### src/hpmw_pkg.sv
/*
 * hpmw_pkg: constants and types of the halt / power-mode / wake-up controller.
 * Assumes a single 100 MHz system clock; slow oscillator ticks arrive as enables.
 */
package hpmw_pkg;

	// ==========================================================
	// register map (plain register port)
	// ==========================================================
	localparam logic [3:0] HPMW_ADDR_SYSCLK = 4'h0;
	localparam logic [3:0] HPMW_ADDR_FOSC   = 4'h1;
	localparam logic [3:0] HPMW_ADDR_WDOG   = 4'h2;
	localparam logic [3:0] HPMW_ADDR_STATUS = 4'h3;
	localparam logic [3:0] HPMW_ADDR_WAKE   = 4'h4;
	localparam logic [3:0] HPMW_ADDR_MODE   = 4'h5;

	// ==========================================================
	// field positions
	// ==========================================================
	localparam int HPMW_SYSCLK_SEL_LSB = 5;
	localparam int HPMW_SYSCLK_FKEEP   = 1;
	localparam int HPMW_SYSCLK_SKEEP   = 0;
	localparam int HPMW_FOSC_STABLE    = 1;
	localparam int HPMW_FOSC_EN        = 0;
	localparam int HPMW_WDOG_EN        = 3;
	localparam int HPMW_STAT_PDOWN     = 1;
	localparam int HPMW_STAT_TMO       = 0;

	// ==========================================================
	// reset values and the slow clock select code
	// ==========================================================
	localparam logic [2:0] HPMW_CKS_RST    = 3'h0;
	localparam logic [2:0] HPMW_CKS_SLOW   = 3'h7;
	localparam logic       HPMW_FOSC_EN_RST = 1'b1;
	localparam logic [2:0] HPMW_WS_RST     = 3'h3;
	localparam logic       HPMW_WDT_EN_RST = 1'b1;
	localparam logic [7:0] HPMW_WAKE_RST   = 8'h00;

	// ==========================================================
	// timing
	// ==========================================================
	localparam int HPMW_CLK_MHZ        = 100;
	localparam int HPMW_FOSC_START_US  = 16;
	localparam int HPMW_FOSC_START_CYC = HPMW_FOSC_START_US * HPMW_CLK_MHZ;
	localparam int HPMW_WDT_BASE_LOG2  = 8;
	localparam int HPMW_WDT_CNT_W      = 16;

	typedef enum logic [2:0] {
		HPMW_RUN        = 3'b000,
		HPMW_SLEEP      = 3'b001,
		HPMW_IDLE_SLOW  = 3'b010,
		HPMW_IDLE_BOTH  = 3'b011,
		HPMW_IDLE_FAST  = 3'b100,
		HPMW_WAKE_WAIT  = 3'b101
	} hpmw_state_t;

	// clock-gating outputs that travel together
	typedef struct packed {
		logic cpu_run;
		logic fast_clk_on;
		logic slow_clk_on;
		logic slow_osc_on;
	} hpmw_clk_en_t;

	// wake response to the core
	typedef struct packed {
		logic resume;
		logic take_irq;
		logic wdt_reset;
	} hpmw_wake_t;

endpackage : hpmw_pkg

### src/hpmw_sync.sv
/*
 * hpmw_sync: three-flop synchroniser, a change counts once stages two and
 * three agree. Assumes asynchronous inputs, one system clock.
 */
`timescale 1ns/100ps
module hpmw_sync #(
	parameter int W = 8
) (
	// clock and reset
	input  wire logic         i_sys_clk,
	input  wire logic         i_rst,
	// data
	input  wire logic [W-1:0] i_async,
	output logic      [W-1:0] o_sync
);
	logic [W-1:0] s1_q;
	logic [W-1:0] s2_q;
	logic [W-1:0] s3_q;

	// idle-high pins, so resetting high avoids a false falling edge
	always_ff @(posedge i_sys_clk or posedge i_rst) begin
		if (i_rst) begin
			s1_q   <= '1;
			s2_q   <= '1;
			s3_q   <= '1;
			o_sync <= '1;
		end else begin
			s1_q <= i_async;
			s2_q <= s1_q;
			s3_q <= s2_q;
			for (int b = 0; b < W; b++) begin
				if (s2_q[b] == s3_q[b]) begin
					o_sync[b] <= s3_q[b];
				end
			end
		end
	end
endmodule : hpmw_sync

### src/hpmw_wdt.sv
/*
 * hpmw_wdt: watchdog counter on slow oscillator ticks, period 2^(8+ws).
 * Assumes i_tick is a one-cycle enable at the slow oscillator rate.
 */
`timescale 1ns/100ps
module hpmw_wdt
	import hpmw_pkg::*;
(
	// clock and reset
	input  wire logic       i_sys_clk,
	input  wire logic       i_rst,
	// control
	input  wire logic       i_tick,
	input  wire logic       i_enable,
	input  wire logic       i_clear,
	input  wire logic [2:0] i_period_sel,
	// status
	output logic            o_overflow
);
	logic [HPMW_WDT_CNT_W-1:0] cnt_q;
	logic [HPMW_WDT_CNT_W-1:0] limit;

	// RULE_20 code doubles division
	assign limit = HPMW_WDT_CNT_W'((32'd1 << (HPMW_WDT_BASE_LOG2 + 32'(i_period_sel))) - 32'd1);

	// RULE_09 clear then count or hold
	always_ff @(posedge i_sys_clk or posedge i_rst) begin
		if (i_rst) begin
			cnt_q      <= '0;
			o_overflow <= 1'b0;
		end else begin
			o_overflow <= 1'b0;
			if (i_clear) begin
				cnt_q <= '0;
			end else if (i_enable && i_tick) begin
				// RULE_17 slow ticks divided
				if (cnt_q >= limit) begin
					cnt_q      <= '0;
					o_overflow <= 1'b1;
				end else begin
					cnt_q <= cnt_q + 1'b1;
				end
			end
		end
	end
endmodule : hpmw_wdt

### src/hpmw_ctrl.sv
/*
 * hpmw_ctrl: halt entry, power-mode selection, wake-up and oscillator control.
 * Assumes the core pulses halt / clear-watchdog and stalls while cpu_run is low;
 * slow oscillator ticks come as a one-cycle enable on the system clock.
 */
// Chosen here: the address map and the address-and-strobe port.
// Behaviour
// RULE_01: codes 000..110 pick fast clock divided by 1 to 64.
// RULE_02: fast oscillator restart is reported by a stable flag software polls.
// RULE_03: halt with both keep bits 0 enters sleep; only watchdog runs.
// RULE_04: halt with fast keep 0, slow keep 1 enters idle slow-only.
// RULE_05: halt with both keep bits 1 enters idle with both clocks.
// RULE_06: halt with fast keep 1, slow keep 0 enters idle fast-only.
// RULE_07: in any halt mode execution stops and state is held.
// RULE_08: halt entry sets power-down flag and clears timeout flag.
// RULE_09: halt clears watchdog counter; it counts on only if enabled.
// RULE_10: wake on enabled port A fall, interrupt, or watchdog overflow.
// RULE_11: power-down flag set by halt, cleared by reset or clear-watchdog.
// RULE_12: watchdog wake sets timeout flag, resets only PC and SP.
// RULE_13: per-pin wake enable; pin wake resumes after the halt.
// RULE_14: disabled irq or full stack: resume after halt, irq stays pending.
// RULE_15: enabled irq with free stack: normal interrupt response on wake.
// RULE_16: irq already pending at halt entry cannot wake the device.
// RULE_17: watchdog counts slow ticks divided by 2^8 to 2^15.
// RULE_18: clock select code 111 selects slow clock, slow mode.
// RULE_19: enabling fast oscillator clears stable flag until it settles.
// RULE_20: period code 000 is 2^8, each step doubles, 111 is 2^15.
// RULE_21: after wake, execution waits until selected oscillator is stable.
`timescale 1ns/100ps
module hpmw_ctrl
	import hpmw_pkg::*;
#(
	parameter int NPINS       = 8,
	parameter int NIRQ        = 4,
	parameter int START_CYC   = HPMW_FOSC_START_CYC
) (
	// clock and reset
	input  wire logic              i_sys_clk,
	input  wire logic              i_rst,
	// register port
	input  wire logic [3:0]        i_addr,
	input  wire logic [7:0]        i_wdata,
	input  wire logic              i_wr,
	input  wire logic              i_rd,
	output logic      [7:0]        o_rdata,
	// core events
	input  wire logic              i_halt,
	input  wire logic              i_clr_wdt,
	input  wire logic [NIRQ-1:0]   i_irq_req,
	input  wire logic [NIRQ-1:0]   i_irq_en,
	input  wire logic              i_stack_full,
	// pins and oscillator
	input  wire logic [NPINS-1:0]  i_porta,
	input  wire logic              i_slow_tick,
	// outputs to core and clock tree
	output hpmw_pkg::hpmw_clk_en_t o_clk_en,
	output hpmw_pkg::hpmw_wake_t   o_wake,
	output logic      [2:0]        o_sys_clk_select,
	output logic                   o_power_down_flag,
	output logic                   o_wdt_timeout_flag
);
	import hpmw_pkg::*;

	// ==========================================================
	// registers
	// ==========================================================
	logic [2:0]       cks_q;
	logic             fkeep_q;
	logic             skeep_q;
	logic             fosc_en_q;
	logic             fosc_stable_q;
	logic [2:0]       ws_q;
	logic             wdt_en_q;
	logic [NPINS-1:0] wake_en_q;
	logic             pdown_q;
	logic             tmo_q;
	hpmw_state_t      state_q;
	logic [NIRQ-1:0]  irq_mask_q;
	logic [NPINS-1:0] pin_prev_q;
	logic [$clog2(START_CYC+1)-1:0] start_cnt_q;
	logic             wake_wdt_q;
	logic             wake_irq_q;

	logic [NPINS-1:0] pin_s;
	logic             wdt_ovf;
	logic             halted;
	logic             pin_wake;
	logic             irq_wake;
	logic             fosc_running;
	logic             wdt_clear;

	assign halted   = (state_q != HPMW_RUN) && (state_q != HPMW_WAKE_WAIT);
	// RULE_13 per-pin falling edge
	assign pin_wake = |(pin_prev_q & ~pin_s & wake_en_q);
	// RULE_16 pre-pending irqs masked
	assign irq_wake = |(i_irq_req & ~irq_mask_q);
	assign wdt_clear = i_clr_wdt || (i_halt && state_q == HPMW_RUN);

	// fast oscillator is powered in run unless disabled, and kept in idle when asked
	always_comb begin
		fosc_running = fosc_en_q;
		if (halted) begin
			fosc_running = fosc_en_q && fkeep_q;
		end
	end

	// ==========================================================
	// submodules
	// ==========================================================
	hpmw_sync #(.W(NPINS)) u_sync (
		.i_sys_clk (i_sys_clk),
		.i_rst     (i_rst),
		.i_async   (i_porta),
		.o_sync    (pin_s)
	);

	hpmw_wdt u_wdt (
		.i_sys_clk    (i_sys_clk),
		.i_rst        (i_rst),
		.i_tick       (i_slow_tick),
		.i_enable     (wdt_en_q),
		.i_clear      (wdt_clear),
		.i_period_sel (ws_q),
		.o_overflow   (wdt_ovf)
	);

	// ==========================================================
	// register writes
	// ==========================================================
	always_ff @(posedge i_sys_clk or posedge i_rst) begin
		if (i_rst) begin
			cks_q     <= HPMW_CKS_RST;
			fkeep_q   <= 1'b0;
			skeep_q   <= 1'b0;
			fosc_en_q <= HPMW_FOSC_EN_RST;
			ws_q      <= HPMW_WS_RST;
			wdt_en_q  <= HPMW_WDT_EN_RST;
			wake_en_q <= HPMW_WAKE_RST;
		end else if (i_wr) begin
			unique case (i_addr)
				HPMW_ADDR_SYSCLK: begin
					// RULE_01 fast divider select
					// RULE_18 code 111 is slow
					cks_q   <= i_wdata[HPMW_SYSCLK_SEL_LSB +: 3];
					fkeep_q <= i_wdata[HPMW_SYSCLK_FKEEP];
					skeep_q <= i_wdata[HPMW_SYSCLK_SKEEP];
				end
				HPMW_ADDR_FOSC: fosc_en_q <= i_wdata[HPMW_FOSC_EN];
				HPMW_ADDR_WDOG: begin
					wdt_en_q <= i_wdata[HPMW_WDOG_EN];
					ws_q     <= i_wdata[2:0];
				end
				HPMW_ADDR_WAKE: wake_en_q <= i_wdata[NPINS-1:0];
				default: ;
			endcase
		end
	end

	// ==========================================================
	// read port, data one cycle after the strobe
	// ==========================================================
	always_ff @(posedge i_sys_clk or posedge i_rst) begin
		if (i_rst) begin
			o_rdata <= 8'h00;
		end else begin
			o_rdata <= 8'h00;
			if (i_rd) begin
				unique case (i_addr)
					HPMW_ADDR_SYSCLK: o_rdata <= {cks_q, 3'h0, fkeep_q, skeep_q};
					// RULE_02 stable flag readable
					HPMW_ADDR_FOSC:   o_rdata <= {6'h00, fosc_stable_q, fosc_en_q};
					HPMW_ADDR_WDOG:   o_rdata <= {4'h0, wdt_en_q, ws_q};
					HPMW_ADDR_STATUS: o_rdata <= {6'h00, pdown_q, tmo_q};
					HPMW_ADDR_WAKE:   o_rdata <= 8'(wake_en_q);
					HPMW_ADDR_MODE:   o_rdata <= {5'h00, state_q};
					default:          o_rdata <= 8'h00;
				endcase
			end
		end
	end

	// ==========================================================
	// fast oscillator start-up
	// ==========================================================
	// RULE_19 stable only after start time
	always_ff @(posedge i_sys_clk or posedge i_rst) begin
		if (i_rst) begin
			start_cnt_q   <= '0;
			fosc_stable_q <= 1'b0;
		end else if (!fosc_running) begin
			start_cnt_q   <= '0;
			fosc_stable_q <= 1'b0;
		end else if (!fosc_stable_q) begin
			if (32'(start_cnt_q) >= START_CYC - 1) begin
				fosc_stable_q <= 1'b1;
			end else begin
				start_cnt_q <= start_cnt_q + 1'b1;
			end
		end
	end

	// ==========================================================
	// power-mode state machine
	// ==========================================================
	always_ff @(posedge i_sys_clk or posedge i_rst) begin
		if (i_rst) begin
			state_q    <= HPMW_RUN;
			irq_mask_q <= '0;
			wake_wdt_q <= 1'b0;
			wake_irq_q <= 1'b0;
		end else begin
			unique case (state_q)
				HPMW_RUN: begin
					if (i_halt) begin
						// RULE_16 snapshot pending requests
						irq_mask_q <= i_irq_req;
						wake_wdt_q <= 1'b0;
						wake_irq_q <= 1'b0;
						// RULE_03 sleep
						// RULE_04 idle slow only
						// RULE_05 idle both clocks
						// RULE_06 idle fast only
						unique case ({fkeep_q, skeep_q})
							2'b00: state_q <= HPMW_SLEEP;
							2'b01: state_q <= HPMW_IDLE_SLOW;
							2'b11: state_q <= HPMW_IDLE_BOTH;
							2'b10: state_q <= HPMW_IDLE_FAST;
						endcase
					end
				end
				HPMW_SLEEP, HPMW_IDLE_SLOW, HPMW_IDLE_BOTH, HPMW_IDLE_FAST: begin
					// RULE_10 three wake sources
					if (pin_wake || irq_wake || wdt_ovf) begin
						state_q    <= HPMW_WAKE_WAIT;
						wake_wdt_q <= wdt_ovf;
						wake_irq_q <= irq_wake;
					end
				end
				HPMW_WAKE_WAIT: begin
					// RULE_21 wait for selected oscillator
					if (cks_q == HPMW_CKS_SLOW || fosc_stable_q) begin
						state_q <= HPMW_RUN;
					end
				end
				default: state_q <= HPMW_RUN;
			endcase
		end
	end

	// ==========================================================
	// status flags
	// ==========================================================
	always_ff @(posedge i_sys_clk or posedge i_rst) begin
		if (i_rst) begin
			pdown_q <= 1'b0;
			tmo_q   <= 1'b0;
		end else begin
			// RULE_11 clear-watchdog clears, halt sets
			if (i_clr_wdt) begin
				pdown_q <= 1'b0;
			end
			// RULE_08 halt entry flags
			if (i_halt && state_q == HPMW_RUN) begin
				pdown_q <= 1'b1;
				tmo_q   <= 1'b0;
			end
			// RULE_12 watchdog wake sets timeout
			if (wdt_ovf && halted) begin
				tmo_q <= 1'b1;
			end
		end
	end

	// ==========================================================
	// outputs
	// ==========================================================
	always_ff @(posedge i_sys_clk or posedge i_rst) begin
		if (i_rst) begin
			pin_prev_q         <= '1;
			o_clk_en           <= '0;
			o_wake             <= '0;
			o_sys_clk_select   <= HPMW_CKS_RST;
			o_power_down_flag  <= 1'b0;
			o_wdt_timeout_flag <= 1'b0;
		end else begin
			pin_prev_q         <= pin_s;
			o_sys_clk_select   <= cks_q;
			o_power_down_flag  <= pdown_q;
			o_wdt_timeout_flag <= tmo_q;
			// RULE_07 cpu held while halted
			o_clk_en.cpu_run     <= (state_q == HPMW_RUN) && !i_halt;
			o_clk_en.fast_clk_on <= fosc_running && fosc_stable_q;
			o_clk_en.slow_clk_on <= !halted || skeep_q;
			// RULE_03 watchdog oscillator stays up
			o_clk_en.slow_osc_on <= !halted || skeep_q || wdt_en_q;
			o_wake <= '0;
			if (state_q == HPMW_WAKE_WAIT && (cks_q == HPMW_CKS_SLOW || fosc_stable_q)) begin
				// RULE_12 watchdog wake resets PC/SP
				o_wake.wdt_reset <= wake_wdt_q;
				// RULE_15 enabled irq with free stack
				// RULE_14 else resume after halt
				o_wake.take_irq  <= wake_irq_q && !i_stack_full &&
					|(i_irq_req & i_irq_en);
				o_wake.resume    <= 1'b1;
			end
		end
	end

endmodule : hpmw_ctrl

### config.mk
export PLATFORM = sky130hd
export DESIGN_NAME = hpmw_ctrl
export DESIGN_NICKNAME = d
export VERILOG_FILES = /design/src/hpmw_pkg.sv /design/src/hpmw_sync.sv /design/src/hpmw_wdt.sv /design/src/hpmw_ctrl.sv
export SDC_FILE = /design/constraint.sdc
export NUM_CORES = 1
export LEC_CHECK = 0
export BUFFER_PORTS_ARGS = -buffer_cell sky130_fd_sc_hd__buf_4
export CAP_MARGIN = 20
export CORE_UTILIZATION = 25
export CTS_BUF_LIST = sky130_fd_sc_hd__clkbuf_8
export DETAILED_ROUTE_END_ITERATION = 12
export GPL_TIMING_DRIVEN = 1
export HOLD_SLACK_MARGIN = 0.1
export PLACE_DENSITY_LB_ADDON = 0.08
export SLEW_MARGIN = 10
export SYNTH_ARGS = -nofsm -noshare
export SYNTH_HDL_FRONTEND = slang
export SYNTH_HIERARCHICAL = 1
export SYNTH_SLANG_ARGS = --single-unit
export TNS_END_PERCENT = 50
### constraint.sdc
create_clock -name i_sys_clk -period 2.3 [get_ports i_sys_clk]
set_input_delay 0.23 -clock i_sys_clk [delete_from_list [all_inputs] [get_ports i_sys_clk]]
set_output_delay 0.23 -clock i_sys_clk [all_outputs]
set_load 0.01 [all_outputs]
# Yosys cells after proc, flatten, opt, wreduce, memory -nomap -nowiden
# Cells that the tools add are included.
# word_totals
n_memories,0
mem_bits_ro,0
regBits,118
latch_bits,0
ram_bits,0
# op_classes
n_mux,30
eq_ne,28
n_shift,1
mul,0
magnitude_cmp,2
n_reduce_logical,39
bitwise,6
div_mod_pow,0
addsub,4
# op_table
op,count
$mux W16,3
$pmux W8 S6,1
$mux W11,3
$shl A1 B32 Y16 const A,1
$add A16 B1 Y16 const B,1
$and A8 B8 Y8,2
$ge A16 B16 Y1,1
$sub A16 B1 Y16 const B,1
$mux W1,14
$mux W3,4
$pmux W3 S4,1
$reduce_and A2 Y1,6
$reduce_or A4 Y1,3
$add A11 B1 Y11 const B,1
$ge A11 B11 Y1 const B,1
$logic_and A1 B1 Y1,10
$ne A2 B2 Y1 const B,5
$eq A3 B3 Y1 const B,3
$pmux W3 S3,1
$and A4 B4 Y4,2
$eq A1 B1 Y1,8
$eq A4 B2 Y1 const B,2
$eq A4 B3 Y1 const B,2
$mux W8,1
19 further kinds,33

# Longest topological paths before layout
# Gate-level depths: netlist (run 1).
# depth
word_depth,8
mapped_depth,10
mapped_depth_nobuf,7

# By module
# Netlist (run 1), hierarchy kept.
# modules_own_cells
mod,instances,cells_per_inst,area_each_um2
hpmw_ctrl,1,258,3164.3
hpmw_wdt,1,121,1186.1
hpmw_sync,1,41,934.6

# Least setup slack after synthesis (run 1)
# No wires, ideal clock.
# synth_path
path_type,flip-flop to flip-flop
start,reg state_q[1]
end,reg u_wdt.cnt_q[10]
period_less_slack_ps,2276
path_slack_ps,24
stages_incl_launch_ff,11
n_path_buf,3
setup_time_ps,139
required_ps,2161
arrival_ps,2137
cell_sequence,dfrtp_1 > buf_6 > or4b_4 > buf_6 > nand2b_1 > buf_2 > a21oi_1 > nor4_2 > nand3_1 > xor2_1 > nor3_2
# synth_via
elab_chain_len,4
word_cells_on_any_way,5
cone_classes,mux (1); reduce/logical (4)
# synth_lines
element,line,source
from (decl),hpmw_ctrl.sv:77,hpmw_state_t state_q;
from (signal assigned),hpmw_ctrl.sv:207,state_q <= HPMW_RUN;
from (signal assigned),hpmw_ctrl.sv:224,2'b00: state_q <= HPMW_SLEEP;
from (signal assigned),hpmw_ctrl.sv:225,2'b01: state_q <= HPMW_IDLE_SLOW;
$logic_not A3 Y1 (*),hpmw_ctrl.sv:97,assign wdt_clear = i_clr_wdt || (i_halt && state_q == HPMW_RUN);
$logic_and A1 B1 Y1 (*),hpmw_ctrl.sv:97,
$logic_or A1 B1 Y1 (*),hpmw_ctrl.sv:97,
via wdt_clear,hpmw_ctrl.sv:90,logic wdt_clear;
$mux W16 / $reduce_bool A2 Y1 (equally long branches),n/a,
to (signal assigned),hpmw_wdt.sv:41,cnt_q <= cnt_q + 1'b1;
to (decl),hpmw_wdt.sv:20,logic [HPMW_WDT_CNT_W-1:0] cnt_q;
# Mark *: on every way through the listed nets, which the timed path passes. The rest lies on a longest branch.
# A chain may end at the register's enable or synchronous reset.

# Final worst setup path (run 1)
# layout_path
start,reg ws_q[1]
end,reg u_wdt.cnt_q[15]
# layout_via
elab_chain_len,7
# layout_lines
element,line,source
from (decl),hpmw_ctrl.sv:72,logic [2:0] ws_q;
from (signal assigned),hpmw_ctrl.sv:151,ws_q <= i_wdata[2:0];
$add A4 B3 Y5,hpmw_wdt.sv:24,assign limit = HPMW_WDT_CNT_W'((32'd1 << (HPMW_WDT_BASE_LOG2 + 32'(i_period_sel))) - 32'd1);
$shl A1 B32 Y16,hpmw_wdt.sv:24,
$sub A16 B1 Y16,hpmw_wdt.sv:24,
$ge A16 B16 Y1,hpmw_wdt.sv:37,if (cnt_q >= limit) begin
$mux W16,hpmw_wdt.sv:37,
$mux W16,hpmw_wdt.sv:35,end else if (i_enable && i_tick) begin
$mux W16,hpmw_wdt.sv:33,if (i_clear) begin
# Every way passes these cells. The select of a mux whose other input is x is not followed.

==> run_results.csv, run 1 <==
group,metric,value,unit
run_status,outcome,"finished, final reports clean",
floorplan,dieArea,0.02173,mm^2
timing,slew_headroom,0.5205,
route,ant_nets,0,
logic_synthesis,synth-seq-cells,118,
min_path,hp-start,"i_addr[3]",
clocking,h-tree-depth,4,
clocking,clock_sinks,118,
final_layout,antennaDiodeCount,0,
floorplan,core,0.02049,mm^2
place,numPortBuffers,55,
final_layout,nets,573,
critical_path,crit_arrival,2530,ps
timing,fin_crit,2175,ps
critical_path,crit_start,"ws_q[1]",
floorplan,start_util,0.2579,
power_and_ir_drop,power_leakage,2.891,nW
floorplan,die_y,147.4,um
critical_path,slowest_delay,580,ps
timing,tightest_slew,718.4,ps
critical_path,worst_setup_path_end_kind,"flip-flop",
logic_synthesis,synth_warnings,6,
timing,slew_violations,0,
grt,grt_pass1_wl,19700,um
route,drt_iter0_drc,108,
floorplan,die_x,147.4,um
min_path,hold_class,"in -> reg",
grt,grt_pass1_vias,3611,
timing,report.final.setup_viol,0,
logic_synthesis,dominantRegCellSynth,"dfrtp_1",
timing,fmax,0.4597,GHz
logic_synthesis,synth.most_common_cell,"dfrtp_1",
clocking,cts_tree,"built",
logic_synthesis,yosysSeqAreaShare,0.5691,
logic_synthesis,synth_nets,470,
timing,grt_setup_unrepaired,"no",
place,dpl.hpwl,8326,um
logic_synthesis,syn_area_per_cell,12.58,um^2
clocking,insertion_delay,440,ps
critical_path,path_cells,"buf_4 -> nand2_1 -> ha_1 -> and3_1 -> a221oi_4 -> buf_6 -> nand4b_1 -> a31oi_1",
floorplan,rows,52,
logic_synthesis,yosysTopAreaCell,"dfrtp_1",
critical_path,critPathRequiredTime,2650,ps
clocking,cts_buffers,17,
timing,setup_tns,0,ps
logic_synthesis,async_reset_ff_frac,1.000,
run,drv_cap,0,
final_layout,drive_gt1_frac,0.3937,
clocking,cts_root_buffer,"clkbuf_8",
logic_synthesis,synth_cell_type_count,69,
route,firstDrtPassIters,4,
power_and_ir_drop,powerDensity,762.0,mW/mm^2
grt,gr-total-overflow,0,
grt,grt_usage,0.1192,
timing,hold_ws,179.0,ps
logic_synthesis,syn_inst,420,
critical_path,path_max_fanout,7,
critical_path,slowest_stage,"dfstp_2",
logic_synthesis,syn_area,0.005285,mm^2
power_and_ir_drop,ir_drop,325.1,uV
critical_path,crit_type,"reg -> reg",
route,avgViaCountPerCell,4.368,
critical_path,rr_startpoint,"ws_q[1]",
route,wire_per_inst,14.53,um
critical_path,cp-start-kind,"flip-flop",
final_layout,syn2layout_area_growth,27.98,%
floorplan,io_pins,56,
logic_synthesis,synth-edff-count,0,
grt,grt_max_degree,70,
final_layout,fillers,2073,
timing,hold_viol,0,
route,routed-via-count,3521,
timing,fin_skew,12.39,ps
logic_synthesis,synthTopCellsByCount,"74 x dfrtp_1, 44 x dfstp_2, 28 x nand2_1",
logic_synthesis,netlist.area_leader.share,0.3504,
timing,fin_crit_sh,0.9458,
route,wl,11710,um
grt,antenna_found_initial,0,
place,place_congestion,0.7691,
clocking,clk_pin_slew_worst_paths,80,ps
logic_synthesis,yosys-top-cells-area,"dfrtp_1 35%, dfstp_2 22%, mux2_2 4.5%",
clocking,cts_buffer_depth,2,
route,drc,0,
-- kinds of logic (layout without fill, tap and decap cells) --
family                   Yosys count  after routing  share of synthesized area
AO/OA/AOI/OAI                     61             61                    0.09044
XOR/XNOR                          18             18                    0.03125
adder cells (fa/ha/maj)           22             22                    0.05019
buffers and inverters             29            145                    0.02675
flip-flops                       118            118                     0.5691
multiplexers                      28             28                    0.06203
other                              1              1                  0.0007095
AND/OR/NAND/NOR                  143            143                     0.1695
-- worst max-delay path, delay by kind of cell (launching register included) --
family / cells / cell delay, ps
AO/OA/AOI/OAI: 2 / 550
adder cells (fa/ha/maj): 1 / 280
buffers and inverters: 2 / 300
flip-flops: 1 / 580
AND/OR/NAND/NOR: 3 / 390
-- per-layer routing --
layer	up-vias	global-route usage	part of all wire
met3	7	0.03364	0.032
met2	47	0.1842	0.48
met4	0	0.04330	0.0096
li1	1715	-	-
met1	1752	0.1588	0.48
met5	-	0	0
-- cell type report --
cell class | count | area (um^2) | area share
Inverter | 17 | 63.81 | 0.009434
Clock inverter | 15 | 176.4 | 0.02608
Tap cell | 270 | 337.8 | 0.04994
Multi-Input combinational cell | 273 | 2147 | 0.3174
Sequential cell | 118 | 3008 | 0.4447
Timing Repair Buffer | 96 | 797.0 | 0.1178
Clock buffer | 17 | 234.0 | 0.03459
-- metrics by stage --
stage,worst slack (ps),area [um^2],power [mW],cells,utilization
finish,124.7,6764,5.154,806,0.3300
global route,9.248,6764,5.484,806,0.3300
CTS,16.72,6730,5.254,803,0.3284
detailed placement,22.13,6076,3.204,747,0.2965
global placement,162.7,6076,3.192,747,0.2965
floorplan,23.97,5285,2.911,420,-
-- final timing paths --
kind | depth (start not counted) | to | slack (ps)
worst max-delay path | 8 | u_wdt/cnt_q[15] | 120
worst min-delay path | 3 | o_rdata[0] | 180
worst max register to register | 8 | u_wdt/cnt_q[15] | 120
worst min register to register | 0 | u_sync/s2_q[3] | 360
max in group asynchronous | 3 | u_wdt/cnt_q[8] | 1360
min in group asynchronous | 4 | wake_en_q[4] | 440
-- sequential cells by signal, summed over array words and instances (netlist names), 3 cells and up --
| name | flops |
|---|---|
| o_sys_clk_select | 3 |
| o_clk_en | 4 |
| u_wdt/cnt_q | 16 |
| u_sync/s2_q | 8 |
| irq_mask_q | 4 |
| cks_q | 3 |
| wake_en_q | 8 |
| pin_prev_q | 8 |
| u_sync/s1_q | 8 |
| state_q | 3 |
| u_sync/o_sync | 8 |
| start_cnt_q | 11 |
| o_rdata | 8 |
| u_sync/s3_q | 8 |
| o_wake | 3 |
| ws_q | 3 |
-- timing repair --
| action | 4_1_cts | 5_1_grt |
|---|---|---|
| endpoints found under the setup margin | 1 | 17 |
| endpoints found under the hold margin | 107 | 0 |
| resized for setup | 1 | 2 |
| buffers inserted | 0 | 3 |
| hold buffers | 24 | 0 |
| pin swaps | 0 | 1 |
-- where the power goes --
group / switching [mW] / internal [mW] / leakage [nW] / total, mW
clock: 1.03 / 0.927 / 0.208 / 1.95
combinational: 0.352 / 0.364 / 1.25 / 0.716
sequential: 0.164 / 2.32 / 1.43 / 2.48
-- placed cells by master (no fill, tap or decap), types with 14 or more instances in the layout --
cell,Yosys,layout
dfrtp_1,74,74
buf_4,1,70
dfstp_2,44,44
nand2_1,28,28
dlygate4sd3_1,0,24
nor2_1,21,21
mux2_2,21,21
clkbuf_8,0,17
inv_1,17,16
ha_1,14,14
No activity file was read; power rests on OpenSTA's default activity.
==> inputs of run 2 (changes only) <==
Settings changed: CORE_UTILIZATION 25 to 42.
==> run 2 against run 1 <==
  * Register-to-register slack got worse by 30 ps
  * Via count fell by 0.20%
  * Setup slack got worse by 32 ps
  * Maximum frequency fell by 1.4%
  * Clock power fell by 12%
  * Die area fell by 40%
  * Critical path depth did not move
  * Combinational power fell by 2%
  * Total power fell by 4.9%
  * First-iteration DRC count rose by 31%
  * Critical path type unchanged
  * Highest routed layer unchanged
==> run_results.csv, run 2 (synthesis results as in run 1) <==
group,metric,value,unit
run_status,outcome,"finished, final reports clean",
critical_path,crit_family,"simple AND/OR/NAND/NOR gates",
power_and_ir_drop,powerDensity,746.2,mW/mm^2
clocking,cts_buffers,17,
route,avgViaCountPerCell,5.020,
final_layout,syn2layout_area_growth,24.31,%
final_layout,antennaDiodeCount,0,
critical_path,crit_cells,8,
min_path,hold_class,"in -> reg",
final_layout,layout_commonest_cell,"dfrtp_1",
route,drc,0,
min_path,worst_hold_path.num_cells,3,
timing,slew_headroom,0.5313,
route,wl,10340,um
timing,setup_tns,0,ps
clocking,clk_pin_slew_worst_paths,70,ps
grt,grt_usage,0.1775,
grt,grt_pass1_vias,3593,
floorplan,dieArea,0.01304,mm^2
place,dp.cells,643,
route,drt_iter0_drc,142,
grt,grt_pass1_wl,17660,um
final_layout,finish.utilization,0.5402,
timing,fin_crit_sh,0.9597,
floorplan,io_pins,56,
critical_path,cp_num_buf_inv,1,
floorplan,die_x,114.2,um
final_layout,final_cell_mix,"74 x dfrtp_1, 65 x buf_4, 44 x dfstp_2",
critical_path,critPathRequiredTime,2660,ps
timing,hold_viol,0,
critical_path,rr_worst_depth,8,
clocking,cts_tree,"built",
critical_path,crit_type,"reg -> reg",
final_layout,top_register,"u_wdt/cnt_q",
clocking,cts_root_buffer,"clkbuf_8",
place,numPortBuffers,55,
route,dr_wl_met3,384,um
final_layout,nets,569,
route,routed-via-count,3514,
final_layout,reg.largest.list,"u_wdt/cnt_q (16), start_cnt_q (11)",
floorplan,die_y,114.2,um
route,top_layer,"met4",
clocking,clock_sinks,118,
critical_path,worst_setup_path_end_kind,"flip-flop",
floorplan,start_util,0.4346,
final_layout,final_cells,700,
route,firstDrtPassIters,4,
grt,antenna_found_initial,0,
route,ant_nets,0,
final_layout,drive_gt1_frac,0.3872,
power_and_ir_drop,ir_drop,466.1,uV
timing,fin_skew,6.879,ps
timing,slew_violations,0,
floorplan,rows,40,
route,met2WireLength,4969,um
critical_path,path_cells,"nor2_1 -> ha_1 -> nand4_1 -> nor4_4 -> o21ai_4 -> a21oi_4 -> buf_4 -> nor2b_1",
place,place_congestion,0.8254,
critical_path,crit_arrival,2560,ps
place,dpl.hpwl,7189,um
route,drt-met1-wl,4894,um
power_and_ir_drop,power_leakage,2.862,nW
final_layout,design_area,0.006570,mm^2
clocking,cts_buffer_depth,2,
grt,grt_max_degree,70,
timing,report.final.setup_viol,0,
timing,tightest_slew,702.3,ps
clocking,insertion_delay,420,ps
final_layout,fillers,1072,
floorplan,core,0.01216,mm^2
grt,gr-total-overflow,0,
place,place_area,0.005933,mm^2
critical_path,path_max_fanout,8,
clocking,h-tree-depth,4,
critical_path,slowest_delay,600,ps
critical_path,slowest_stage,"dfstp_2",
timing,fmax,0.4531,GHz
final_layout,largest_register_ffs,16,
route,wire_per_inst,14.77,um
critical_path,cp-start-kind,"flip-flop",
timing,fin_crit,2207,ps
run,drv_cap,0,
## run 2: final timing paths
kind | startpoint | to | slack (ps)
setup / recovery | ws_q[1] | u_wdt/o_overflow | 90
min in group asynchronous | i_rst | wake_en_q[2] | 460
setup reg to reg | ws_q[1] | u_wdt/o_overflow | 90
hold / removal | i_addr[3] | o_rdata[0] | 180
max in group asynchronous | i_rst | u_wdt/o_overflow | 1350
hold reg to reg | u_sync/s1_q[3] | u_sync/s2_q[3] | 350
## run 2: final cells by class
cell class              count  area [um^2]  area share
flip-flops and latches    118         3008      0.4578
multi-input cells         273         2157      0.3283
repair buffers             92        770.7      0.1173
clock buffers              17        234.0     0.03561
well taps                 168        210.2     0.03199
clock inverters            15        126.4     0.01923
inverters                  17        63.81    0.009712
## run 2: what timing repair did
item | 4_1_cts | 5_1_grt
buffers inserted | 0 | 1
hold endpoints to repair | 107 | 0
endpoints found under the setup margin | 0 | 15
gates resized for setup | 0 | 5
hold buffers | 24 | 0
## run 2: metrics by stage
stage	hold slack (ps)	worst slack, ps	power [mW]
finish	177.8	92.76	4.903
CTS	144.6	76.47	4.971
global placement	338.4	146.4	3.157
global route	181.2	-24.48	5.191
detailed placement	339.3	97.44	3.174
floorplan	156.1	23.97	2.911
## run 2: per-layer routing
| layer | up-vias | track usage |
|---|---|---|
| li1 | 1715 | - |
| met1 | 1722 | 0.2352 |
| met2 | 71 | 0.2796 |
| met3 | 6 | 0.05611 |
| met4 | 0 | 0.05195 |
| met5 | - | 0 |
## run 2: report_power, final
| part | leakage [nW] | switching, mW | internal (mW) |
|---|---|---|---|
| logic | 1.24 | 0.347 | 0.354 |
| clock network | 0.186 | 0.936 | 0.785 |
| registers | 1.43 | 0.161 | 2.32 |
## run 2: worst register-to-register path, cell delays in order, from the launching register on
cell	delay (ps)
dfstp_2	600
nor2_1	70
ha_1	300
nand4_1	170
nor4_4	370
o21ai_4	140
a21oi_4	190
buf_4	180
nor2b_1	120
